`src/rtl/adcrs_pkg.sv`:
```
// adcrs_pkg: register map, field positions and reset values of the converter status block
// assumes a 32-bit apb slave with one aligned word per register
package adcrs_pkg;
    localparam int          NCH            = 8;
    localparam int          RES_W          = 10;
    // register byte offsets
    localparam logic [11:0] OFF_CTRL       = 12'h000;
    localparam logic [11:0] OFF_MODE       = 12'h004;
    localparam logic [11:0] OFF_CHEN       = 12'h010;
    localparam logic [11:0] OFF_CHDIS      = 12'h014;
    localparam logic [11:0] OFF_CHSTAT     = 12'h018;
    localparam logic [11:0] OFF_STATUS     = 12'h01c;
    localparam logic [11:0] OFF_LAST       = 12'h020;
    localparam logic [11:0] OFF_IEN        = 12'h024;
    localparam logic [11:0] OFF_IMASK      = 12'h02c;
    localparam logic [11:0] OFF_CHRES0     = 12'h030;
    localparam logic [11:0] OFF_CHRES_END  = 12'h04c;
    // field positions
    localparam int          CTRL_START_BIT = 1;
    localparam int          MODE_PDOWN_BIT = 5;
    localparam int          ST_OVR_LSB     = 8;
    localparam int          ST_FRESH_BIT   = 16;
    localparam int          ST_GOVR_BIT    = 17;
    localparam int          LAST_CH_LSB    = 12;
    // reset values
    localparam logic [7:0]  CHEN_RST       = 8'h00;
    localparam logic [31:0] MASK_RST       = 32'h0000_0000;
endpackage

```
`src/rtl/adcrs_apb.sv`:
```
`timescale 1ns/1ps
// adcrs_apb: apb slave decode, zero wait state, error on unmapped offset
// assumes the apb master holds each request until pready is sampled high
module adcrs_apb
(
    input  wire logic        psel,
    input  wire logic        penable,
    input  wire logic        pwrite,
    input  wire logic [11:0] paddr,
    output logic             pready,
    output logic             pslverr,
    output logic             acc,
    output logic             wr,
    output logic             rd,
    output logic             mapped
);
    import adcrs_pkg::*;

    // single access cycle answers at once; no state needed here
    always_comb
    begin
        acc     = psel & penable;
        wr      = acc & pwrite;
        rd      = acc & ~pwrite;
        pready  = psel & penable;
        // the two holes below the enable word are refused, not read as zero
        mapped  = (paddr[1:0] == 2'h0) &&
                  ((paddr == OFF_CTRL) || (paddr == OFF_MODE)
                  || ((paddr >= OFF_CHEN) && (paddr <= OFF_LAST)) || (paddr == OFF_IEN)
                  || (paddr == OFF_IEN + 12'h004) || (paddr == OFF_IMASK)
                  || ((paddr >= OFF_CHRES0) && (paddr <= OFF_CHRES_END)));
        pslverr = acc & ~mapped;
    end
endmodule

```
`src/rtl/adcrs_top.sv`:
```
`timescale 1ns/1ps
// adcrs_top: converter result registers, done/overrun/fresh flags, deferred power-down
// assumes the sampling core pulses EOC_VALID for one cycle per finished conversion
// What this block does
// - fresh flag cleared only by last-result read
// - fresh flag set only when data stored
// - channel read never blocks fresh flag set
// - disable elsewhere never blocks fresh flag set
// - status read clears global overrun, new wins
// - global overrun set despite other channel read
// - disable elsewhere never blocks overrun flags
// - done cleared by channel or last read
// - status read clears channel overrun, new wins
// - disabled channel never raises done flag
// - channel read clears only its own done
// - power-down applied after next conversion completes
module adcrs_top
(
    input  wire logic                            CORE_CLK,
    input  wire logic                            RST_B,
    input  wire logic                            PSEL,
    input  wire logic                            PENABLE,
    input  wire logic                            PWRITE,
    input  wire logic [11:0]                     PADDR,
    input  wire logic [31:0]                     PWDATA,
    output logic      [31:0]                     PRDATA,
    output logic                                 PREADY,
    output logic                                 PSLVERR,
    input  wire logic                            EOC_VALID,
    input  wire logic [2:0]                      EOC_CH,
    input  wire logic [adcrs_pkg::RES_W-1:0]     EOC_DATA,
    input  wire logic                            CONV_BUSY,
    output logic                                 CONV_START,
    output logic                                 POWER_DOWN,
    output logic      [adcrs_pkg::NCH-1:0]       CH_ENABLE,
    output logic                                 IRQ
);
    import adcrs_pkg::*;

    logic                 acc;
    logic                 wr;
    logic                 rd;
    logic                 mapped;
    logic [NCH-1:0]       chen_q;
    logic [NCH-1:0]       done_q;
    logic [NCH-1:0]       ovr_q;
    logic                 fresh_q;
    logic                 govr_q;
    logic [RES_W-1:0]     res_q [NCH];
    logic [RES_W-1:0]     last_q;
    logic [2:0]           last_ch_q;
    logic                 pd_opt_q;
    logic                 pd_q;
    logic                 start_q;
    logic [31:0]          mask_q;
    logic [31:0]          prdata_q;
    logic [31:0]          status_w;
    logic                 rd_status;
    logic                 rd_last;
    logic [NCH-1:0]       rd_chres;
    logic                 store;
    logic [NCH-1:0]       eoc_hit;

    adcrs_apb u_apb
    (
        .psel    (PSEL),
        .penable (PENABLE),
        .pwrite  (PWRITE),
        .paddr   (PADDR),
        .pready  (PREADY),
        .pslverr (PSLVERR),
        .acc     (acc),
        .wr      (wr),
        .rd      (rd),
        .mapped  (mapped)
    );

    // read strobes; each decoded from the exact word offset
    assign rd_status = rd && (PADDR == OFF_STATUS);
    assign rd_last   = rd && (PADDR == OFF_LAST);
    // a conversion counts only if its channel is still enabled now
    assign store     = EOC_VALID && chen_q[EOC_CH];

    // per-channel decode, one generate loop
    genvar g;
    generate
        for (g = 0; g < NCH; g++)
        begin : g_ch
            assign rd_chres[g] = rd && (PADDR == OFF_CHRES0 + 12'(4 * g));
            assign eoc_hit[g]  = store && (EOC_CH == 3'(g));

            // done: set wins over clear so a simultaneous read never eats it
            always_ff @(posedge CORE_CLK)
            begin
                if (!RST_B)
                    done_q[g] <= 1'b0;
                else if (eoc_hit[g])
                    done_q[g] <= 1'b1;
                else if (rd_chres[g] || rd_last)
                    done_q[g] <= 1'b0;
            end

            // channel overrun: a new overrun beats a status-read clear
            always_ff @(posedge CORE_CLK)
            begin
                if (!RST_B)
                    ovr_q[g] <= 1'b0;
                else if (eoc_hit[g] && done_q[g])
                    ovr_q[g] <= 1'b1;
                else if (rd_status)
                    ovr_q[g] <= 1'b0;
            end

            // result storage per channel
            always_ff @(posedge CORE_CLK)
            begin
                if (!RST_B)
                    res_q[g] <= '0;
                else if (eoc_hit[g])
                    res_q[g] <= EOC_DATA;
            end
        end
    endgenerate

    // last result; disable of another channel has no bearing here
    always_ff @(posedge CORE_CLK)
    begin
        if (!RST_B)
        begin
            last_q    <= '0;
            last_ch_q <= 3'h0;
        end
        else if (store)
        begin
            last_q    <= EOC_DATA;
            last_ch_q <= EOC_CH;
        end
    end

    // fresh flag: only a last-result read clears it, new store wins
    always_ff @(posedge CORE_CLK)
    begin
        if (!RST_B)
            fresh_q <= 1'b0;
        else if (store)
            fresh_q <= 1'b1;
        else if (rd_last)
            fresh_q <= 1'b0;
    end

    // global overrun: store while fresh already set; new overrun beats clear
    always_ff @(posedge CORE_CLK)
    begin
        if (!RST_B)
            govr_q <= 1'b0;
        else if (store && fresh_q)
            govr_q <= 1'b1;
        else if (rd_status)
            govr_q <= 1'b0;
    end

    // channel enable and disable by write-one registers
    always_ff @(posedge CORE_CLK)
    begin
        if (!RST_B)
            chen_q <= CHEN_RST;
        else if (wr && PADDR == OFF_CHEN)
            chen_q <= chen_q | PWDATA[NCH-1:0];
        else if (wr && PADDR == OFF_CHDIS)
            chen_q <= chen_q & ~PWDATA[NCH-1:0];
    end

    // mode option and start pulse
    always_ff @(posedge CORE_CLK)
    begin
        if (!RST_B)
        begin
            pd_opt_q <= 1'b0;
            start_q  <= 1'b0;
        end
        else
        begin
            if (wr && PADDR == OFF_MODE)
                pd_opt_q <= PWDATA[MODE_PDOWN_BIT];
            start_q <= wr && (PADDR == OFF_CTRL) && PWDATA[CTRL_START_BIT];
        end
    end

    // power-down only engages at a conversion end, mirroring the core's idle
    // limitation; software gets it fast by starting one conversion
    always_ff @(posedge CORE_CLK)
    begin
        if (!RST_B)
            pd_q <= 1'b0;
        else if (!pd_opt_q)
            pd_q <= 1'b0;
        else if (EOC_VALID)
            pd_q <= 1'b1;
    end

    // interrupt mask: set and clear by write-one
    always_ff @(posedge CORE_CLK)
    begin
        if (!RST_B)
            mask_q <= MASK_RST;
        else if (wr && PADDR == OFF_IEN)
            mask_q <= mask_q | PWDATA;
        else if (wr && PADDR == OFF_IEN + 12'h004)
            mask_q <= mask_q & ~PWDATA;
    end

    // status word; sticky bits above are cleared by reads as the flags demand
    always_comb
    begin
        status_w                                  = 32'h0;
        status_w[NCH-1:0]                         = done_q;
        status_w[ST_OVR_LSB +: NCH]               = ovr_q;
        status_w[ST_FRESH_BIT]                    = fresh_q;
        status_w[ST_GOVR_BIT]                     = govr_q;
    end

    // read data registered in the setup cycle so prdata comes from flops
    always_ff @(posedge CORE_CLK)
    begin
        if (!RST_B)
            prdata_q <= 32'h0;
        else if (PSEL && !PENABLE && !PWRITE)
        begin
            if (PADDR == OFF_MODE)
                prdata_q <= 32'(pd_opt_q) << MODE_PDOWN_BIT;
            else if (PADDR == OFF_CHSTAT)
                prdata_q <= 32'(chen_q);
            else if (PADDR == OFF_STATUS)
                prdata_q <= status_w;
            else if (PADDR == OFF_LAST)
                prdata_q <= 32'(last_q) | (32'(last_ch_q) << LAST_CH_LSB);
            else if (PADDR == OFF_IMASK)
                prdata_q <= mask_q;
            else if (PADDR >= OFF_CHRES0 && PADDR <= OFF_CHRES_END)
                prdata_q <= 32'(res_q[PADDR[4:2] - 3'h4]);
            else
                prdata_q <= 32'h0;
        end
    end

    assign PRDATA     = prdata_q;
    assign CONV_START = start_q;
    assign POWER_DOWN = pd_q;
    assign CH_ENABLE  = chen_q;
    assign IRQ        = |(status_w & mask_q);
endmodule

```
`config.mk`:
```
export PLATFORM = sky130hd
export DESIGN_NAME = adcrs_top
export DESIGN_NICKNAME = d
export VERILOG_FILES = /design/src/rtl/adcrs_pkg.sv /design/src/rtl/adcrs_apb.sv /design/src/rtl/adcrs_top.sv
export SDC_FILE = /design/constraint.sdc
export NUM_CORES = 1
export LEC_CHECK = 0
export BUFFER_PORTS_ARGS = -buffer_cell sky130_fd_sc_hd__buf_2
export CAP_MARGIN = 30
export CORE_MARGIN = 1
export CORE_UTILIZATION = 50
export DETAILED_ROUTE_END_ITERATION = 7
export PLACE_DENSITY = 0.7
export SLEW_MARGIN = 20
export SYNTH_ARGS = -nofsm -noshare
export SYNTH_HDL_FRONTEND = slang
export SYNTH_SLANG_ARGS = --single-unit
```
`constraint.sdc`:
```
create_clock -name CORE_CLK -period 3.76 [get_ports CORE_CLK]
set_input_delay 0.376 -clock CORE_CLK [delete_from_list [all_inputs] [get_ports CORE_CLK]]
set_output_delay 0.376 -clock CORE_CLK [all_outputs]
set_load 0.01 [all_outputs]
```
==> summary.md <==
| Metric | Value |
|---|---|
| Outcome | `finished clean` |
| Die width | `between 100 and 150 um` |
| Post-synthesis instance area | `a little under 9000 sq um` |
| Post-layout util | `0.593` |
| Minimum period implied by the final worst setup slack | `2.87 ns` |
| Violation count after the first detailed-routing iteration | `~550` |
| Tightest hold margin | `roughly 0.23 ns` |
| Post-detailed-placement cell area | `9410 sq um` |
| Gate count after technology mapping | `between 800 and 900` |
| Hold violation total from the final report | `0` |
| Global Route met2 Usage | `0.430` |
| Detailed-route DRC error count | `0` |
| Synth top area cells | `sky130_fd_sc_hd__edfxtp_1 (28%), sky130_fd_sc_hd__dfxtp_1 (24%), sky130_fd_sc_hd__and2_1 (5.9%)` |
| Die area | `between 15,000 and 20,000 sq um` |
| TNS Setup | `0 ns` |
| Worst-case vdd ir drop | `~340 uV` |
| Average cell area after synthesis | `around 11 sq um` |
| Count of pins over their slew limit | `0` |
| GRT met1 Usage | `0.369` |
| Type of origin of the critical path | `input pin` |
| Number of antenna violations at the first check in global routing | `0` |
| Crit path capture type | `output pin` |
| Transition time of the tightest slew-check pin | `roughly 0.94 ns` |
| First-pass GRT wire length | `around 35 mm` |
| Count of final setup violators | `0` |
| Req. time, crit path | `~3.4 ns` |
| Number of global-route vias before repair | `approximately 6,300` |
| Grt met3 use | `0.0454` |
| RSZ-0062 raised after global routing | `no` |
| CP Class | `input pin to output pin` |
| Root buffer cell | `sky130_fd_sc_hd__clkbuf_16` |
| Largest area contributor in the netlist | `sky130_fd_sc_hd__edfxtp_1` |
| Peak Freq | `between 300 and 400 MHz` |
| Quantity of I/O buffers inserted on ports | `~110` |
| Warnings, synthesis | `0` |
| Clock sinks | `approximately 190` |
| Clock slew seen by the registers of the worst setup and hold paths | `approximately 0.060 ns` |
| Hold crit path type | `input pin to flop` |
| Number of enable flip-flop cells after synthesis | `80` |
| Core footprint | `approximately 17,000 sq um` |
| Final period util | `0.764` |
| Area Overhead vs Synth | `14.4%` |
| Count of filler cells inserted in the layout | `approximately 1,500` |
| HPWL after detailed placement | `about 16 mm` |
| Worst Reg2Reg Path Length in Cells | `4` |
| Clock tree from TritonCTS | `yes` |
| Wirelength per Cell | `20.6 um` |
| Crit path max fanout | `14` |
| Share of synthesized flip-flops with an asynchronous set or reset | `0` |
| Global placer's final weighted congestion | `0.944` |
| Net count of the finished layout | `just under 1,000` |
| Largest buffer count on any clock path | `2` |
| Hold-fix buffers at CTS | `0` |
| Clk_lat worst skew | `around 0.44 ns` |
| Max H-tree Level | `4` |
| Detailed-route vias per instance | `approximately 5.9` |
| Cell with the most instances after synthesis | `sky130_fd_sc_hd__dfxtp_1` |
| First-pass iteration count of the detailed router | `6` |
| Count of buffers added by post-CTS timing repair for setup | `0` |
| Max-slew headroom | `0.371` |
| Antenna cell count | `0` |
| Cell Pwr Density | `between 400 and 500 nW/um^2` |
| DR vias | `roughly 6,700` |
| Proportion of netlist area held by the largest area contributor | `0.275` |
| Total routing resource utilization after global routing | `0.268` |
| Sequential element share of the synthesized area | `0.519` |
| Number of clock buffers inserted by TritonCTS | `17` |
| Post-synthesis sequential element count | `approximately 190` |
| Primary flip-flop cell chosen by synthesis mapping | `sky130_fd_sc_hd__dfxtp_1` |
| Number of distinct library cell variants in the gate-level netlist after synthesis | `71` |
| Layout cells sized above 1 | `0.255` |
| Die Y-Extent | `roughly 130 um` |
| GRT Residual Overflow | `0` |
| Mapped Nets | `approximately 870` |
| Post-Route WL | `between 20 and 25 mm` |
| Final instance area | `between 9000 and 10,000 sq um` |
| Max-cap check violation count | `0` |
| Hold path depth | `3` |
| Worst Path Arrival | `about 2.5 ns` |
| Total I/O pin count | `about 110` |
| Layout Skew | `between 0.007 and 0.008 ns` |
| Leading post-synthesis cells by instance count | `sky130_fd_sc_hd__dfxtp_1 (106), sky130_fd_sc_hd__and2_1 (82), sky130_fd_sc_hd__edfxtp_1 (80)` |
| Static Leak | `3.95 nW` |
| Maximum number of pins on one net before global-route repair | `66` |
| Most used routing layer | `met2` |
| Antenna Violating Nets Remaining | `0` |
| CTS resizes | `0` |
| Core Rows | `between 40 and 50` |
| Effective utilization at floorplan | `0.519` |
[placed cells by master (no fill, tap or decap), drive strengths merged, types with 19 or more instances in the layout]
| cell type | n |
|---|---|
| buf | 137 |
| dfxtp | 106 |
| and2 | 82 |
| edfxtp | 80 |
| nand2 | 75 |
| nor2 | 71 |
| nand3 | 61 |
| mux2i | 37 |
| o21ai | 36 |
| a22oi | 32 |
| mux4 | 22 |
| clkbuf | 19 |
[layer usage]
layer	up-vias	routed length, um
met1	3239	10300
met5	-	0
li1	3158	-
met2	293	11000
met3	35	1660
met4	0	440
[report_power, final]
part	internal, W	switching [W]
Sequential	0.00213	0.00000732
Combinational	0.0000868	0.000158
Clock	0.000943	0.000764
Total	0.00316	0.000930
[through the flow]
stage	std cells	setup slack (ns)	total power [W]
4_1_cts	1134	0.876	0.00411
2_1_floorplan	805	1.36	0.00233
3_3_place_gp	1103	0.854	0.00242
6_report	1135	0.886	0.00409
5_1_grt	1135	0.717	0.00420
3_5_place_dp	1103	0.829	0.00243
[cell type report]
cell class / instances / area (sq um) / share of cell area
flip-flops and latches: 186 / 4520 / 0.454
inverters: 8 / 30.0 / 0.00301
repair buffers: 137 / 761 / 0.0763
clock buffers: 19 / 454 / 0.0455
well taps: 220 / 275 / 0.0276
multi-input cells: 553 / 3830 / 0.384
clock inverters: 12 / 101 / 0.0102
[critical path, cell delays in order]
cell and delay [ns]:
sky130_fd_sc_hd__buf_2 0.18, sky130_fd_sc_hd__or2_2 0.39, sky130_fd_sc_hd__o311ai_0 0.63, sky130_fd_sc_hd__a21oi_2 0.30, sky130_fd_sc_hd__a31o_2 0.29, sky130_fd_sc_hd__a21oi_1 0.17
sky130_fd_sc_hd__buf_2 0.16
[path summary, 6_finish.rpt]
path,start,end,slack [ns]
hold reg to reg,PRDATA[14],PRDATA[14],0.45
setup / recovery,PADDR[5],PSLVERR,0.89
setup reg to reg,flop,res_q[6][2],1.41
hold / removal,PWDATA[7],flop,0.23
[kinds of logic after synthesis]
logic type,synth area share
compound gates,0.120
mux,0.104
buf+inv,0.0423
flops,0.519
simple gates,0.214
(Power assumes the default switching activity.)
